**src/rtl/nand_pkg.sv**
```systemverilog
package nand_pkg;
	localparam logic [7:0] CMD_READ_A        = 8'h00;
	localparam logic [7:0] CMD_COPYBACK      = 8'h8a;
	localparam logic [7:0] CMD_CB_CONFIRM    = 8'h10;
	localparam logic [7:0] CMD_ERASE_SETUP   = 8'h60;
	localparam logic [7:0] CMD_ERASE_CONFIRM = 8'hd0;
	localparam logic [7:0] CMD_STATUS        = 8'h70;
	localparam logic [7:0] CMD_RESET         = 8'hff;
	localparam logic [7:0] CMD_READ_ID       = 8'h90;
	localparam logic [7:0] ID_ADDR           = 8'h00;

	localparam logic [4:0] REG_CTRL     = 5'h00;
	localparam logic [4:0] REG_SRC      = 5'h04;
	localparam logic [4:0] REG_DST      = 5'h08;
	localparam logic [4:0] REG_STATUS   = 5'h0c;
	localparam logic [4:0] REG_ID       = 5'h10;
	localparam logic [4:0] REG_CB_COUNT = 5'h14;

	localparam int CTRL_OP_MSB      = 2;
	localparam int CTRL_CONFIRM_BIT = 3;
	localparam int CTRL_WP_N_BIT    = 4;
	localparam int ADDR_A25_BIT     = 24;

	localparam logic [7:0] SR_RESERVED_MASK = 8'h3e;
	localparam logic [7:0] ERASE_LAST_MASK  = 8'h03;

	localparam int CLK_PERIOD_NS   = 10;
	localparam int STROBE_LOW_NS   = 25;
	localparam int STROBE_HIGH_NS  = 15;
	localparam int BUSY_GUARD_NS   = 100;
	localparam int BUSY_TIMEOUT_NS = 3000000;
	localparam int STROBE_LOW_CYC  = (STROBE_LOW_NS + CLK_PERIOD_NS - 1) / CLK_PERIOD_NS;
	localparam int STROBE_HIGH_CYC = (STROBE_HIGH_NS + CLK_PERIOD_NS - 1) / CLK_PERIOD_NS;
	localparam int BUSY_GUARD_CYC  = (BUSY_GUARD_NS + CLK_PERIOD_NS - 1) / CLK_PERIOD_NS;
	localparam int BUSY_TIMEOUT_CYC = (BUSY_TIMEOUT_NS + CLK_PERIOD_NS - 1) / CLK_PERIOD_NS;

	typedef enum logic [2:0] {
		OP_NONE = 3'h0, OP_COPYBACK = 3'h1, OP_ERASE = 3'h2,
		OP_RESET = 3'h3, OP_STATUS = 3'h4, OP_READ_ID = 3'h5
	} nand_op_e;

	typedef enum logic [2:0] {
		K_CMD = 3'h0, K_ADDR = 3'h1, K_READ = 3'h2, K_WAIT = 3'h3, K_SKIP = 3'h4
	} cycle_kind_e;

	typedef struct packed {
		cycle_kind_e kind;
		logic [7:0]  data;
		logic        last;
	} seq_step_s;

	typedef struct packed {
		logic        valid;
		cycle_kind_e kind;
		logic [7:0]  data;
	} cycle_req_s;

	typedef struct packed {
		logic       done;
		logic [7:0] data;
	} cycle_rsp_s;
endpackage

```
**src/rtl/nand_bus_cycle.sv**
```systemverilog
`timescale 1ns/100ps
module nand_bus_cycle #(
	parameter int IO_W = 8
) (
	input  wire logic                 clk_sys_i,
	input  wire logic                 rst_n_i,
	input  nand_pkg::cycle_req_s      req_i,
	output nand_pkg::cycle_rsp_s      rsp_o,
	output logic                      cle_o,
	output logic                      ale_o,
	output logic                      we_n_o,
	output logic                      re_n_o,
	output logic [IO_W-1:0]           io_o,
	output logic                      io_oe_o,
	input  wire logic [IO_W-1:0]      io_i
);
	typedef enum logic [1:0] {
		BC_IDLE = 2'b00, BC_SETUP = 2'b01, BC_STROBE = 2'b11, BC_HOLD = 2'b10
	} bc_state_e;

	typedef struct packed {
		bc_state_e             state;
		logic [3:0]            cnt;
		nand_pkg::cycle_kind_e kind;
		logic                  cle;
		logic                  ale;
		logic                  we_n;
		logic                  re_n;
		logic [IO_W-1:0]       io;
		logic                  oe;
		logic                  done;
		logic [7:0]            rdata;
	} bc_s;

	localparam logic [3:0] LOW_CNT  = 4'(nand_pkg::STROBE_LOW_CYC - 1);
	localparam logic [3:0] HIGH_CNT = 4'(nand_pkg::STROBE_HIGH_CYC - 1);

	if (IO_W != 8 && IO_W != 16) begin : g_bad_width
		$error("nand_bus_cycle: IO_W must be 8 or 16");
	end
	if (nand_pkg::STROBE_LOW_CYC > 16 || nand_pkg::STROBE_HIGH_CYC > 16) begin : g_bad_cnt
		$error("nand_bus_cycle: strobe counts exceed counter");
	end

	bc_s q_reg;
	bc_s q_next;

	always_comb begin
		q_next = q_reg;
		q_next.done = 1'b0;
		unique case (q_reg.state)
		BC_IDLE: begin
			if (req_i.valid) begin
				q_next.kind = req_i.kind;
				q_next.cle = (req_i.kind == nand_pkg::K_CMD);
				q_next.ale = (req_i.kind == nand_pkg::K_ADDR);
				q_next.oe = (req_i.kind != nand_pkg::K_READ);
				// upper byte lines stay low on a wide bus
				q_next.io = IO_W'(req_i.data);
				q_next.state = BC_SETUP;
			end
		end
		BC_SETUP: begin
			// one cycle of latch setup ahead of the strobe edge
			q_next.state = BC_STROBE;
			q_next.cnt = LOW_CNT;
			if (q_reg.kind == nand_pkg::K_READ)
				q_next.re_n = 1'b0;
			else
				q_next.we_n = 1'b0;
		end
		BC_STROBE: begin
			if (q_reg.cnt == 4'h0) begin
				q_next.we_n = 1'b1;
				q_next.re_n = 1'b1;
				if (q_reg.kind == nand_pkg::K_READ)
					q_next.rdata = io_i[7:0];
				q_next.state = BC_HOLD;
				q_next.cnt = HIGH_CNT;
			end else begin
				q_next.cnt = q_reg.cnt - 4'h1;
			end
		end
		BC_HOLD: begin
			if (q_reg.cnt == 4'h0) begin
				q_next.cle = 1'b0;
				q_next.ale = 1'b0;
				q_next.oe = 1'b0;
				q_next.done = 1'b1;
				q_next.state = BC_IDLE;
			end else begin
				q_next.cnt = q_reg.cnt - 4'h1;
			end
		end
		endcase
	end

	always_ff @(posedge clk_sys_i or negedge rst_n_i) begin
		if (!rst_n_i) begin
			q_reg <= '0;
			q_reg.we_n <= 1'b1;
			q_reg.re_n <= 1'b1;
		end else begin
			q_reg <= q_next;
		end
	end

	assign rsp_o.done = q_reg.done;
	assign rsp_o.data = q_reg.rdata;
	assign cle_o = q_reg.cle;
	assign ale_o = q_reg.ale;
	assign we_n_o = q_reg.we_n;
	assign re_n_o = q_reg.re_n;
	assign io_o = q_reg.io;
	assign io_oe_o = q_reg.oe;

	property p_strobe_width;
		@(posedge clk_sys_i) disable iff (!rst_n_i)
		$fell(we_n_o) |-> (!we_n_o && (cle_o || ale_o))[*3] ##1 we_n_o;
	endproperty
	a_strobe_width: assert property (p_strobe_width)
		else $error("write strobe low width or latch wrong");
endmodule

```
**src/rtl/nand_copyback_erase_status_ctrl.sv**
```systemverilog
`timescale 1ns/100ps
module nand_copyback_erase_status_ctrl #(
	parameter int IO_W             = 8,
	parameter int BUSY_TIMEOUT_CYC = nand_pkg::BUSY_TIMEOUT_CYC
) (
	input  wire logic             clk_sys_i,
	input  wire logic             rst_n_i,
	input  wire logic [4:0]       avs_address_i,
	input  wire logic             avs_read_i,
	input  wire logic             avs_write_i,
	input  wire logic [31:0]      avs_writedata_i,
	input  wire logic [3:0]       avs_byteenable_i,
	output logic [31:0]           avs_readdata_o,
	output logic                  avs_waitrequest_o,
	output logic                  nand_ce_n_o,
	output logic                  nand_cle_o,
	output logic                  nand_ale_o,
	output logic                  nand_we_n_o,
	output logic                  nand_re_n_o,
	output logic                  nand_wp_n_o,
	output logic [IO_W-1:0]       nand_io_o,
	output logic                  nand_io_oe_o,
	input  wire logic [IO_W-1:0]  nand_io_i,
	input  wire logic             nand_rb_i
);
	typedef enum logic [1:0] {
		ST_IDLE = 2'b00, ST_ISSUE = 2'b01, ST_GUARD = 2'b11, ST_WAITRB = 2'b10
	} ctl_state_e;

	typedef struct packed {
		ctl_state_e           state;
		nand_pkg::nand_op_e   op;
		logic [3:0]           idx;
		logic                 sent;
		nand_pkg::cycle_req_s req;
		logic [23:0]          timer;
		logic                 ce_n;
		logic                 wait_req;
		logic [31:0]          rdata;
		logic [31:0]          src;
		logic [31:0]          dst;
		logic                 confirm;
		logic                 wp_n;
		logic [7:0]           status;
		logic [7:0]           man_id;
		logic [7:0]           dev_id;
		logic                 timeout;
		logic                 refused;
		logic [15:0]          cb_count;
	} ctl_s;

	if (BUSY_TIMEOUT_CYC < 1 || BUSY_TIMEOUT_CYC >= 2 ** 24) begin : g_bad_timeout
		$error("nand ctrl: BUSY_TIMEOUT_CYC out of range");
	end

	ctl_s                 q_reg;
	ctl_s                 q_next;
	nand_pkg::seq_step_s  step;
	nand_pkg::cycle_rsp_s bc_rsp;
	nand_pkg::nand_op_e   op_req;
	logic                 busy;

	function automatic nand_pkg::seq_step_s mk(input nand_pkg::cycle_kind_e k,
		input logic [7:0] d, input logic l);
		mk = '{kind: k, data: d, last: l};
	endfunction

	function automatic logic [7:0] byte_of(input logic [31:0] w, input logic [1:0] n);
		byte_of = w[{n, 3'b000} +: 8];
	endfunction

	function automatic logic [31:0] be_merge(input logic [31:0] old,
		input logic [31:0] nw, input logic [3:0] be);
		be_merge = old;
		for (int b = 0; b < 4; b++) begin
			if (be[b])
				be_merge[b*8 +: 8] = nw[b*8 +: 8];
		end
	endfunction

	// one table drives all five operations; a skip entry lets the optional
	// copy-back confirm vanish without a second sequence
	function automatic nand_pkg::seq_step_s seq_step(input nand_pkg::nand_op_e op,
		input logic [3:0] i, input logic [31:0] src, input logic [31:0] dst,
		input logic cf);
		seq_step = mk(nand_pkg::K_SKIP, 8'h00, 1'b1);
		unique case (op)
		nand_pkg::OP_COPYBACK: begin
			// read A is reissued each time since status mode may persist
			if (i == 4'h0)
				seq_step = mk(nand_pkg::K_CMD, nand_pkg::CMD_READ_A, 1'b0);
			else if (i <= 4'h4)
				seq_step = mk(nand_pkg::K_ADDR, byte_of(src, 2'(i - 4'h1)), 1'b0);
			else if (i == 4'h5)
				seq_step = mk(nand_pkg::K_WAIT, 8'h00, 1'b0);
			else if (i == 4'h6)
				seq_step = mk(nand_pkg::K_CMD, nand_pkg::CMD_COPYBACK, 1'b0);
			else if (i <= 4'ha)
				seq_step = mk(nand_pkg::K_ADDR, byte_of(dst, 2'(i - 4'h7)), 1'b0);
			else if (i == 4'hb)
				seq_step = cf ? mk(nand_pkg::K_CMD, nand_pkg::CMD_CB_CONFIRM, 1'b0)
					: mk(nand_pkg::K_SKIP, 8'h00, 1'b0);
			else if (i == 4'hc)
				seq_step = mk(nand_pkg::K_WAIT, 8'h00, 1'b0);
			else if (i == 4'hd)
				seq_step = mk(nand_pkg::K_CMD, nand_pkg::CMD_STATUS, 1'b0);
			else
				seq_step = mk(nand_pkg::K_READ, 8'h00, 1'b1);
		end
		nand_pkg::OP_ERASE: begin
			// column byte is omitted; top row byte keeps only its low lines
			if (i == 4'h0)
				seq_step = mk(nand_pkg::K_CMD, nand_pkg::CMD_ERASE_SETUP, 1'b0);
			else if (i <= 4'h2)
				seq_step = mk(nand_pkg::K_ADDR, byte_of(src, 2'(i)), 1'b0);
			else if (i == 4'h3)
				seq_step = mk(nand_pkg::K_ADDR,
					byte_of(src, 2'(i)) & nand_pkg::ERASE_LAST_MASK, 1'b0);
			else if (i == 4'h4)
				seq_step = mk(nand_pkg::K_CMD, nand_pkg::CMD_ERASE_CONFIRM, 1'b0);
			else if (i == 4'h5)
				seq_step = mk(nand_pkg::K_WAIT, 8'h00, 1'b0);
			else if (i == 4'h6)
				seq_step = mk(nand_pkg::K_CMD, nand_pkg::CMD_STATUS, 1'b0);
			else
				seq_step = mk(nand_pkg::K_READ, 8'h00, 1'b1);
		end
		nand_pkg::OP_RESET: begin
			if (i == 4'h0)
				seq_step = mk(nand_pkg::K_CMD, nand_pkg::CMD_RESET, 1'b0);
			else if (i == 4'h1)
				seq_step = mk(nand_pkg::K_WAIT, 8'h00, 1'b0);
			else if (i == 4'h2)
				seq_step = mk(nand_pkg::K_CMD, nand_pkg::CMD_STATUS, 1'b0);
			else
				seq_step = mk(nand_pkg::K_READ, 8'h00, 1'b1);
		end
		nand_pkg::OP_STATUS: begin
			if (i == 4'h0)
				seq_step = mk(nand_pkg::K_CMD, nand_pkg::CMD_STATUS, 1'b0);
			else
				seq_step = mk(nand_pkg::K_READ, 8'h00, 1'b1);
		end
		nand_pkg::OP_READ_ID: begin
			if (i == 4'h0)
				seq_step = mk(nand_pkg::K_CMD, nand_pkg::CMD_READ_ID, 1'b0);
			else if (i == 4'h1)
				seq_step = mk(nand_pkg::K_ADDR, nand_pkg::ID_ADDR, 1'b0);
			else
				seq_step = mk(nand_pkg::K_READ, 8'h00, i == 4'h3);
		end
		default: seq_step = mk(nand_pkg::K_SKIP, 8'h00, 1'b1);
		endcase
	endfunction

	assign step = seq_step(q_reg.op, q_reg.idx, q_reg.src, q_reg.dst, q_reg.confirm);
	assign busy = (q_reg.state != ST_IDLE);
	assign op_req = nand_pkg::nand_op_e'(avs_writedata_i[nand_pkg::CTRL_OP_MSB:0]);

	always_comb begin
		q_next = q_reg;
		q_next.req.valid = 1'b0;
		q_next.wait_req = 1'b1;

		// one-cycle answer: waitrequest drops for exactly one cycle
		if ((avs_read_i || avs_write_i) && q_reg.wait_req) begin
			q_next.wait_req = 1'b0;
			case (avs_address_i)
			nand_pkg::REG_CTRL:
				q_next.rdata = {27'h0, q_reg.wp_n, q_reg.confirm, q_reg.op};
			nand_pkg::REG_SRC:
				q_next.rdata = q_reg.src;
			nand_pkg::REG_DST:
				q_next.rdata = q_reg.dst;
			nand_pkg::REG_STATUS:
				q_next.rdata = {21'h0, q_reg.refused, q_reg.timeout, busy, q_reg.status};
			nand_pkg::REG_ID:
				q_next.rdata = {16'h0, q_reg.dev_id, q_reg.man_id};
			nand_pkg::REG_CB_COUNT:
				q_next.rdata = {16'h0, q_reg.cb_count};
			default:
				q_next.rdata = 32'h0;
			endcase
		end

		if (avs_write_i && !q_reg.wait_req) begin
			case (avs_address_i)
			nand_pkg::REG_CTRL: begin
				if (avs_byteenable_i[0]) begin
					q_next.confirm = avs_writedata_i[nand_pkg::CTRL_CONFIRM_BIT];
					q_next.wp_n = avs_writedata_i[nand_pkg::CTRL_WP_N_BIT];
					if (op_req != nand_pkg::OP_NONE) begin
						if (busy || op_req > nand_pkg::OP_READ_ID
							|| (op_req == nand_pkg::OP_COPYBACK
							&& q_reg.src[nand_pkg::ADDR_A25_BIT]
							!= q_reg.dst[nand_pkg::ADDR_A25_BIT])) begin
							q_next.refused = 1'b1;
						end else begin
							q_next.op = op_req;
							q_next.idx = 4'h0;
							q_next.sent = 1'b0;
							q_next.state = ST_ISSUE;
							q_next.ce_n = 1'b0;
							q_next.timeout = 1'b0;
							q_next.refused = 1'b0;
							// no ECC covers a copy-back, so software gets a tally
							if (op_req == nand_pkg::OP_COPYBACK)
								q_next.cb_count = q_reg.cb_count + 16'h1;
						end
					end
				end
			end
			nand_pkg::REG_SRC: begin
				if (!busy)
					q_next.src = be_merge(q_reg.src, avs_writedata_i, avs_byteenable_i);
			end
			nand_pkg::REG_DST: begin
				if (!busy)
					q_next.dst = be_merge(q_reg.dst, avs_writedata_i, avs_byteenable_i);
			end
			default: begin
			end
			endcase
		end

		// no program path exists, so a copy-back target never sees a partial program
		unique case (q_reg.state)
		ST_IDLE: begin
		end
		ST_ISSUE: begin
			if (!q_reg.sent) begin
				unique case (step.kind)
				nand_pkg::K_WAIT: begin
					q_next.state = ST_GUARD;
					q_next.timer = 24'(nand_pkg::BUSY_GUARD_CYC - 1);
				end
				nand_pkg::K_SKIP: begin
					if (step.last) begin
						q_next.state = ST_IDLE;
						q_next.ce_n = 1'b1;
					end else begin
						q_next.idx = q_reg.idx + 4'h1;
					end
				end
				nand_pkg::K_CMD, nand_pkg::K_ADDR, nand_pkg::K_READ: begin
					q_next.req = '{valid: 1'b1, kind: step.kind, data: step.data};
					q_next.sent = 1'b1;
				end
				endcase
			end else if (bc_rsp.done) begin
				if (step.kind == nand_pkg::K_READ) begin
					if (q_reg.op == nand_pkg::OP_READ_ID) begin
						if (q_reg.idx == 4'h2)
							q_next.man_id = bc_rsp.data;
						else
							q_next.dev_id = bc_rsp.data;
					end else begin
						q_next.status = bc_rsp.data & ~nand_pkg::SR_RESERVED_MASK;
					end
				end
				q_next.sent = 1'b0;
				if (step.last) begin
					q_next.state = ST_IDLE;
					q_next.ce_n = 1'b1;
				end else begin
					q_next.idx = q_reg.idx + 4'h1;
				end
			end
		end
		ST_GUARD: begin
			// ready may still read high until the device has had time to drop it
			if (q_reg.timer == 24'h0) begin
				q_next.state = ST_WAITRB;
				q_next.timer = 24'(BUSY_TIMEOUT_CYC - 1);
			end else begin
				q_next.timer = q_reg.timer - 24'h1;
			end
		end
		ST_WAITRB: begin
			if (nand_rb_i) begin
				q_next.idx = q_reg.idx + 4'h1;
				q_next.state = ST_ISSUE;
			end else if (q_reg.timer == 24'h0) begin
				q_next.timeout = 1'b1;
				q_next.state = ST_IDLE;
				q_next.ce_n = 1'b1;
			end else begin
				q_next.timer = q_reg.timer - 24'h1;
			end
		end
		endcase
	end

	always_ff @(posedge clk_sys_i or negedge rst_n_i) begin
		if (!rst_n_i) begin
			q_reg <= '0;
			q_reg.ce_n <= 1'b1;
			q_reg.wait_req <= 1'b1;
		end else begin
			q_reg <= q_next;
		end
	end

	nand_bus_cycle #(
		.IO_W (IO_W)
	) u_bus_cycle (
		.clk_sys_i (clk_sys_i),
		.rst_n_i   (rst_n_i),
		.req_i     (q_reg.req),
		.rsp_o     (bc_rsp),
		.cle_o     (nand_cle_o),
		.ale_o     (nand_ale_o),
		.we_n_o    (nand_we_n_o),
		.re_n_o    (nand_re_n_o),
		.io_o      (nand_io_o),
		.io_oe_o   (nand_io_oe_o),
		.io_i      (nand_io_i)
	);

	assign avs_readdata_o = q_reg.rdata;
	assign avs_waitrequest_o = q_reg.wait_req;
	assign nand_ce_n_o = q_reg.ce_n;
	assign nand_wp_n_o = q_reg.wp_n;

	property p_cb_waits_ready;
		@(posedge clk_sys_i) disable iff (!rst_n_i)
		(q_reg.state == ST_WAITRB && q_reg.op == nand_pkg::OP_COPYBACK
			&& q_reg.idx == 4'h5 && nand_rb_i)
		|-> ##2 (q_reg.req.valid && q_reg.req.data == nand_pkg::CMD_COPYBACK);
	endproperty
	a_cb_waits_ready: assert property (p_cb_waits_ready)
		else $error("copy-back second command not issued after ready");

	property p_a25_kept;
		@(posedge clk_sys_i) disable iff (!rst_n_i)
		($rose(busy) && q_reg.op == nand_pkg::OP_COPYBACK)
		|-> q_reg.src[nand_pkg::ADDR_A25_BIT] == q_reg.dst[nand_pkg::ADDR_A25_BIT];
	endproperty
	a_a25_kept: assert property (p_a25_kept)
		else $error("copy-back started with differing A25");

	property p_cb_addr_cycles;
		@(posedge clk_sys_i) disable iff (!rst_n_i)
		(q_reg.req.valid && q_reg.op == nand_pkg::OP_COPYBACK
			&& q_reg.req.kind == nand_pkg::K_ADDR)
		|-> q_reg.idx inside {[4'h1:4'h4], [4'h7:4'ha]};
	endproperty
	a_cb_addr_cycles: assert property (p_cb_addr_cycles)
		else $error("copy-back address cycle out of place");

	property p_erase_addr;
		@(posedge clk_sys_i) disable iff (!rst_n_i)
		(q_reg.req.valid && q_reg.op == nand_pkg::OP_ERASE
			&& q_reg.req.kind == nand_pkg::K_ADDR)
		|-> q_reg.idx inside {[4'h1:4'h3]};
	endproperty
	a_erase_addr: assert property (p_erase_addr)
		else $error("erase sent more than three address cycles");

	property p_erase_last_low;
		@(posedge clk_sys_i) disable iff (!rst_n_i)
		(q_reg.req.valid && q_reg.op == nand_pkg::OP_ERASE && q_reg.idx == 4'h3)
		|-> (q_reg.req.data & ~nand_pkg::ERASE_LAST_MASK) == 8'h00;
	endproperty
	a_erase_last_low: assert property (p_erase_last_low)
		else $error("erase last address has high lines set");

	property p_erase_confirm;
		@(posedge clk_sys_i) disable iff (!rst_n_i)
		(q_reg.req.valid && q_reg.op == nand_pkg::OP_ERASE && q_reg.idx == 4'h4)
		|-> (q_reg.req.kind == nand_pkg::K_CMD
			&& q_reg.req.data == nand_pkg::CMD_ERASE_CONFIRM);
	endproperty
	a_erase_confirm: assert property (p_erase_confirm)
		else $error("erase confirm code wrong");

	property p_erase_status;
		@(posedge clk_sys_i) disable iff (!rst_n_i)
		(bc_rsp.done && q_reg.state == ST_ISSUE && q_reg.op == nand_pkg::OP_ERASE
			&& q_reg.idx == 4'h7)
		|=> (q_reg.status == ($past(bc_rsp.data) & ~nand_pkg::SR_RESERVED_MASK)
			&& q_reg.state == ST_IDLE && q_reg.ce_n);
	endproperty
	a_erase_status: assert property (p_erase_status)
		else $error("erase status not captured at completion");

	property p_status_reserved;
		@(posedge clk_sys_i) disable iff (!rst_n_i)
		$changed(q_reg.status) |-> (q_reg.status & nand_pkg::SR_RESERVED_MASK) == 8'h00;
	endproperty
	a_status_reserved: assert property (p_status_reserved)
		else $error("reserved status bits kept");

	property p_id_address;
		@(posedge clk_sys_i) disable iff (!rst_n_i)
		(q_reg.req.valid && q_reg.op == nand_pkg::OP_READ_ID
			&& q_reg.req.kind == nand_pkg::K_ADDR)
		|-> (q_reg.req.data == nand_pkg::ID_ADDR && q_reg.idx == 4'h1);
	endproperty
	a_id_address: assert property (p_id_address)
		else $error("identification address wrong");

	c_erase_done: cover property (@(posedge clk_sys_i) disable iff (!rst_n_i)
		$fell(busy) && q_reg.op == nand_pkg::OP_ERASE && !q_reg.timeout);
	c_cb_confirm: cover property (@(posedge clk_sys_i) disable iff (!rst_n_i)
		q_reg.req.valid && q_reg.req.data == nand_pkg::CMD_CB_CONFIRM);
	c_id_done: cover property (@(posedge clk_sys_i) disable iff (!rst_n_i)
		$fell(busy) && q_reg.op == nand_pkg::OP_READ_ID);
	c_timeout: cover property (@(posedge clk_sys_i) disable iff (!rst_n_i)
		$rose(q_reg.timeout));
endmodule

```
**config.mk**
```make
export PLATFORM = sky130hd
export DESIGN_NAME = nand_copyback_erase_status_ctrl
export DESIGN_NICKNAME = d
export VERILOG_FILES = /design/src/rtl/nand_pkg.sv /design/src/rtl/nand_bus_cycle.sv /design/src/rtl/nand_copyback_erase_status_ctrl.sv
export SDC_FILE = /design/constraint.sdc
export NUM_CORES = 1
export LEC_CHECK = 0
export BUFFER_PORTS_ARGS = -buffer_cell sky130_fd_sc_hd__buf_2
export CORE_ASPECT_RATIO = 0.5
export CORE_MARGIN = 3
export CORE_UTILIZATION = 55
export DETAILED_ROUTE_END_ITERATION = 8
export PLACE_DENSITY_LB_ADDON = 0.08
export SYNTH_ARGS = -nofsm -noshare
export SYNTH_HDL_FRONTEND = slang
export SYNTH_HIERARCHICAL = 1
export SYNTH_SLANG_ARGS = --single-unit
export TNS_END_PERCENT = 10
```
**constraint.sdc**
```tcl
create_clock -name clk_sys_i -period 4.1 [get_ports clk_sys_i]
set_input_delay 0.82 -clock clk_sys_i [delete_from_list [all_inputs] [get_ports clk_sys_i]]
set_output_delay 0.82 -clock clk_sys_i [all_outputs]
set_load 0.03 [all_outputs]
```
### Word-level counts from Yosys, hierarchy flattened

Cells that the tools add are included.

* add/subtract/negate cells: 6
* $lt $le $gt $ge: 4
* equal/unequal tests: 44
* shift operators: 3
* muxes and demuxes: 90
* bitwise gates (word level): 5
* reductions and logical operators: 45

Operator list (number)
* $pmux 32 s6: 1
* $mux 11: 14
* $shiftx 32x6->8: 3
* $mux 12: 7
* $mux 18: 4
* $mux 24: 3
* $pmux 24 s3: 1
* $pmux 12 s5: 1
* $mux 10: 5
* $mux 36: 1
* $reduce_and 4->1: 9
* $mux 33: 1
* $mux 16: 2
* $mux 13: 2
* $mux 25: 1
* $logic_not 24->1: 1
* $mux 2: 12
* $sub 24x1->24 const B: 1
* $reduce_and 3->1: 7
* $mux 4: 5
* $mux 1: 19
* $reduce_and 6->1: 3
* $add 16x1->16 const B: 1
* $eq 3x2->1 const B: 5
* 43 further kinds: 88

* register bits: 214
* input port bits: 54

### Longest topological paths before layout

* depth in word-level cells: 15
* depth in mapped cells: 15
* mapped depth without buffers: 9

### Modules after synthesis

The synthesis kept the hierarchy.

Modules (own cells, without submodules)
* nand_copyback_erase_status_ctrl: instances 1, cells each 1026, area an instance 10292.4 um^2, sequential area each 4581.9 um^2
* nand_bus_cycle: instances 1, cells each 118, area an instance 1440.1 um^2, sequential area each 778.2 um^2

### Worst setup path before layout

OpenSTA, ideal clock, no wires.

* kind: reg2reg
* start point: register q_reg[179] (netlist bit)
* end point: register q_reg[18] (netlist bit)
* setup time: 125 ps
* data arrival time: 3674 ps
* data required time: 3975 ps
* setup slack: 302 ps
* stages on the path, launching flop included: 14
* buffers on the path: 4
* cell sequence: dfrtp_1 buf_2 buf_1 clkbuf_1 inv_1 ha_1 clkbuf_1 nor2_1 o21ai_0 a32oi_1 a31o_2 nand3_1 nor4b_4 mux2_2

* word-level cells in the longest chain between the ends: 12
* elaborated cells on any way between the ends: 37

RTL lines
* start, declared: RTL line nand_copyback_erase_status_ctrl.sv:56 `ctl_s q_reg;`
* start signal, assigned: RTL line nand_copyback_erase_status_ctrl.sv:300 `q_reg <= q_next;`
* $eq 4x4->1: RTL line nand_copyback_erase_status_ctrl.sv:105 `else if (i == 4'hd)`
* $mux 11: RTL line nand_copyback_erase_status_ctrl.sv:105
* $mux 11: RTL line nand_copyback_erase_status_ctrl.sv:103 `else if (i == 4'hc)`
* $mux 12: RTL line nand_copyback_erase_status_ctrl.sv:100 `else if (i == 4'hb)`
* $mux 12: RTL line nand_copyback_erase_status_ctrl.sv:98 `else if (i <= 4'ha)`
* $mux 12: RTL line nand_copyback_erase_status_ctrl.sv:96 `else if (i == 4'h6)`
* $mux 12: RTL line nand_copyback_erase_status_ctrl.sv:94 `else if (i == 4'h5)`
* $mux 12: RTL line nand_copyback_erase_status_ctrl.sv:92 `else if (i <= 4'h4)`
* $mux 12: RTL line nand_copyback_erase_status_ctrl.sv:90 `if (i == 4'h0)`
* $pmux 12 s5: RTL line nand_copyback_erase_status_ctrl.sv:87 `unique case (op)`
* $eq 3x2->1: RTL line nand_copyback_erase_status_ctrl.sv:251 `if (step.kind == nand_pkg::K_READ) begin`
* $reduce_and 6->1 (no source line) (*)

Every way passes the cells marked *; elsewhere a longest branch is shown, timed or not.
A chain may end at the register's enable or synchronous reset.

### Final worst setup path

* start point: register q_reg[142] (netlist bit)
* end point: register q_reg[165] (netlist bit)

* word-level cells in the longest chain between the ends: 4
* elaborated cells on any way between the ends: 8

RTL lines
* $sub 24x1->24: RTL line nand_copyback_erase_status_ctrl.sv:276, nand_copyback_erase_status_ctrl.sv:288
* $mux 24: RTL line nand_copyback_erase_status_ctrl.sv:283 `end else if (q_reg.timer == 24'h0) begin`
* $mux 25: RTL line nand_copyback_erase_status_ctrl.sv:280 `if (nand_rb_i) begin`
* $pmux 24 s3: RTL line nand_copyback_erase_status_ctrl.sv:227 `unique case (q_reg.state)`

Parallel ways exist; a longest one is shown, timed or not. The select of a mux whose other input is x is not followed.

==> impl_table.tex <==
\begin{tabular}{lr}
\hline
Metric & Value \\
\hline
\multicolumn{2}{l}{\textbf{Clock network}} \\
Clock insertion delay at the later pin of the skew report & 0.52 ns \\
Maximum count of clock buffers along a single path & 3 \\
\# resized after CTS & 0 \\
Hold buffer count at cts & 0 \\
Clock Root Buffer & sky130\_fd\_sc\_hd\_\_clkbuf\_16 \\
Sink Count & 214 \\
TritonCTS clock tree & done \\
Number of H-tree levels & 1 \\
Clock transition time at the flip-flop clock pins of the worst setup and hold paths & 0.07 ns \\
Count of buffers added by post-CTS timing repair for setup & 0 \\
Number of buffers inserted during clock tree synthesis & 21 \\
\multicolumn{2}{l}{\textbf{Route}} \\
Final antenna-violating net count & 0 \\
Number of detailed-route iterations in the first pass & 7 \\
Vias per cell & 6.21 \\
Remaining DRCs & 0 \\
Average routed wire per standard cell & 21.6 µm \\
1st-iter DRT viols & 909 \\
Final routed wirelength across all metal layers & 31800 µm \\
Total via count after detailed routing & 9123 \\
\multicolumn{2}{l}{\textbf{Floorplan}} \\
Die height & 109 µm \\
Row Count & 37 \\
Die width & 213 µm \\
DIE AREA & 23200 µm² \\
Initial core utilization & 56.6\% \\
Top-Level Pins & 102 \\
CORE AREA & 20700 µm² \\
\multicolumn{2}{l}{\textbf{Critical path}} \\
Maximum net fanout on the critical path & 9 \\
Category of the worst setup path launch point & register \\
Endpoint kind of the worst setup timing path & register \\
Required time at the endpoint of the critical path & 4.49 ns \\
Kind of critical path & register to register \\
Worst path arrival time & 3.61 ns \\
\multicolumn{2}{l}{\textbf{Min path}} \\
Hold/Removal Path Class & input port to asynchronous set/reset pin \\
\multicolumn{2}{l}{\textbf{Power}} \\
Ratio of total power to cell area & 340 nW/µm² \\
Static leakage & 0.00604 µW \\
VDD IR max & 0.000280 V \\
\multicolumn{2}{l}{\textbf{Timing}} \\
Final worst slack & 0.880 ns \\
Layout Skew & 0.0198 ns \\
Final-layout worst hold slack & 0.255 ns \\
Final-layout setup total negative slack & 0 ns \\
Final clock period utilization by the worst path & 78.5\% \\
Worst-Margin Slew & 0.988 ns \\
Rel. slew slack & 33.9\% \\
Setup repair after global routing missed its margin & no \\
Final Setup Violations & 0 \\
Slew Viols, Final & 0 \\
Maximum achievable frequency & 0.311 GHz \\
Number of failing hold endpoints at the final stage & 0 \\
Tmin final & 3.22 ns \\
\multicolumn{2}{l}{\textbf{Global routing}} \\
Total overflow reported by the global router & 0 \\
Total Routing Usage GR & 28.2\% \\
Maximum number of pins on one net before global-route repair & 100 \\
Number of global-route vias before repair & 8798 \\
Global-route wire length before repair & 50500 µm \\
Number of antenna violations at the first check in global routing & 2 \\
\multicolumn{2}{l}{\textbf{Synthesis}} \\
Async set-reset flop share out of synthesis & 100\% \\
Part of the Yosys area used for sequential elements & 45.7\% \\
Top FF cell, synth & sky130\_fd\_sc\_hd\_\_dfrtp\_1 \\
Gate count after technology mapping & 1144 \\
Mapped Area & 11700 µm² \\
Synth warnings & 6 \\
Fraction of the mapped netlist area in compound gates & 15.1\% \\
Share of cell area taken by muxes after synthesis & 16.0\% \\
Count of flip-flops with a built-in enable after synthesis & 0 \\
Combinational family with the most area after synthesis & multiplexers \\
Average cell area after synthesis & 10.3 µm² \\
Syn\_nets & 1212 \\
Fraction of synthesized cell area in xor and xnor cells & 1.19\% \\
Area share of fa/ha/maj cells after synthesis & 1.49\% \\
Count of different cell masters after synthesis & 80 \\
Count of state elements after synthesis & 214 \\
Simple-gate portion of the synthesized area & 14.6\% \\
\multicolumn{2}{l}{\textbf{Layout}} \\
Leading cell type in the layout, fill and taps excluded & sky130\_fd\_sc\_hd\_\_dfrtp\_1 \\
Filler-free cell count of the finished design & 1470 \\
Final net count & 1250 \\
Largest register FFs & 148 \\
Fraction of final layout cells sized beyond drive strength 1 & 26.5\% \\
Filler instances & 1764 \\
Leading cell types in the layout, fill and taps excluded & sky130\_fd\_sc\_hd\_\_dfrtp\_1, sky130\_fd\_sc\_hd\_\_mux2\_2, sky130\_fd\_sc\_hd\_\_nand2\_1 \\
Layout-stage area growth over the synthesis result & 9.93\% \\
Ant diodes & 0 \\
\multicolumn{2}{l}{\textbf{Status}} \\
Status & finished, final reports clean \\
\multicolumn{2}{l}{\textbf{Placement}} \\
HPWL after DPL & 23500 µm \\
RD Place Congestion & 0.929 \\
Total instance count after detailed placement & 1432 \\
Pre-CTS setup slack & 0.794 ns \\
Port Buffer Count & 101 \\
\multicolumn{2}{l}{\textbf{Run}} \\
Maximum capacitance violations & 0 \\
\hline
\end{tabular}
[report_power, final]
part / switching, µW / leakage [µW] / internal (µW) / total [µW]
Combinational: 101 / 0.00277 / 40.0 / 141
Clock: 860 / 0.000362 / 1260 / 2120
Sequential: 9.00 / 0.00291 / 2120 / 2130
[worst max-delay path: stages (launching register included)]
cell and delay [ns]:
sky130_fd_sc_hd__dfrtp_1 0.42, sky130_fd_sc_hd__inv_1 0.14, sky130_fd_sc_hd__ha_1 0.21, sky130_fd_sc_hd__or4b_2 0.58
sky130_fd_sc_hd__or4_1 0.43, sky130_fd_sc_hd__or2_1 0.35, sky130_fd_sc_hd__a21oi_2 0.43, sky130_fd_sc_hd__buf_4 0.23
sky130_fd_sc_hd__or3_1 0.19, sky130_fd_sc_hd__o21ai_0 0.11
[worst paths after layout]
kind	slack, ns	to	cells past startpoint	from
min in group clk_sys_i	0.48	avs_readdata_o[26]$_DFFE_PN0P_	2	avs_readdata_o[26]$_DFFE_PN0P_
max in group asynchronous	2.80	q_reg[99]$_DFFE_PN0P_	2	rst_n_i
max reg2reg	0.88	q_reg[165]$_DFFE_PN0P_	9	q_reg[142]$_DFFE_PN0P_
min	0.26	u_bus_cycle/q_reg[27]$_DFFE_PN0P_	1	rst_n_i
min reg2reg	0.48	avs_readdata_o[26]$_DFFE_PN0P_	2	avs_readdata_o[26]$_DFFE_PN0P_
max	0.88	q_reg[165]$_DFFE_PN0P_	9	q_reg[142]$_DFFE_PN0P_
[synthesized netlist by cell type (8+ instances only)]
library cell / instances / area (µm²)
sky130_fd_sc_hd__nor4_1: 8 / 50.1
sky130_fd_sc_hd__nor2_1: 88 / 330
sky130_fd_sc_hd__o22a_1: 8 / 70.1
sky130_fd_sc_hd__inv_1: 17 / 63.8
sky130_fd_sc_hd__nor2b_1: 12 / 75.1
sky130_fd_sc_hd__o211ai_1: 8 / 60.1
sky130_fd_sc_hd__a21oi_1: 56 / 280
sky130_fd_sc_hd__a22oi_1: 19 / 143
sky130_fd_sc_hd__mux2_2: 108 / 1220
sky130_fd_sc_hd__ha_1: 14 / 175
sky130_fd_sc_hd__nand2_1: 106 / 398
sky130_fd_sc_hd__nand3_1: 18 / 90.1
sky130_fd_sc_hd__and3_1: 9 / 56.3
sky130_fd_sc_hd__nand2b_1: 14 / 87.6
sky130_fd_sc_hd__nor3b_1: 8 / 60.1
sky130_fd_sc_hd__nor3_1: 28 / 140
sky130_fd_sc_hd__o21ai_1: 9 / 45.0
sky130_fd_sc_hd__o21ai_0: 87 / 435
sky130_fd_sc_hd__a31oi_1: 9 / 56.3
sky130_fd_sc_hd__buf_4: 50 / 375
sky130_fd_sc_hd__mux4_2: 18 / 405
sky130_fd_sc_hd__o22ai_1: 14 / 87.6
sky130_fd_sc_hd__xor2_1: 9 / 78.8
sky130_fd_sc_hd__mux2i_1: 25 / 250
sky130_fd_sc_hd__clkbuf_1: 46 / 173
sky130_fd_sc_hd__dfrtp_1: 210 / 5260
[cells by family after synthesis]
kind of cell | Yosys count
buffers and inverters | 127
AOI/OAI and AO/OA | 277
xor gates and xnor gates | 16
DFF | 214
and+or+nand+nor | 345
muxes | 151
adders and majority gates | 14
[final cells by class]
type / instances / area (µm²) / share of cell area [%]
tap: 273 / 342 / 2.65
multi-input combinational: 803 / 5680 / 44.1
clock inverter: 10 / 160 / 1.24
inverter: 17 / 63.8 / 0.495
sequential: 214 / 5360 / 41.6
clock buffer: 28 / 582 / 4.51
timing repair buffer: 125 / 708 / 5.49
[metal layers]
metal  GRT usage, %  wire, µm  up-vias
met5              0        20        -
met3           9.17      3030       43
met1           42.2     15000     4522
met4           4.93       542        4
li1               -         -     4217
met2           40.3     13200      337
[per-stage QoR]
| stage | total power [µW] | cell area, µm² | utilization, % |
|---|---|---|---|
| finish | 4390 | 12900 | 62.2 |
| global route | 4530 | 12900 | 62.2 |
| CTS | 4420 | 12900 | 62.2 |
| detailed placement | 2310 | 12200 | 58.6 |
| global placement | 2310 | 12200 | 58.6 |
| floorplan | 2220 | 11700 | - |
(Power assumes the default switching activity.)
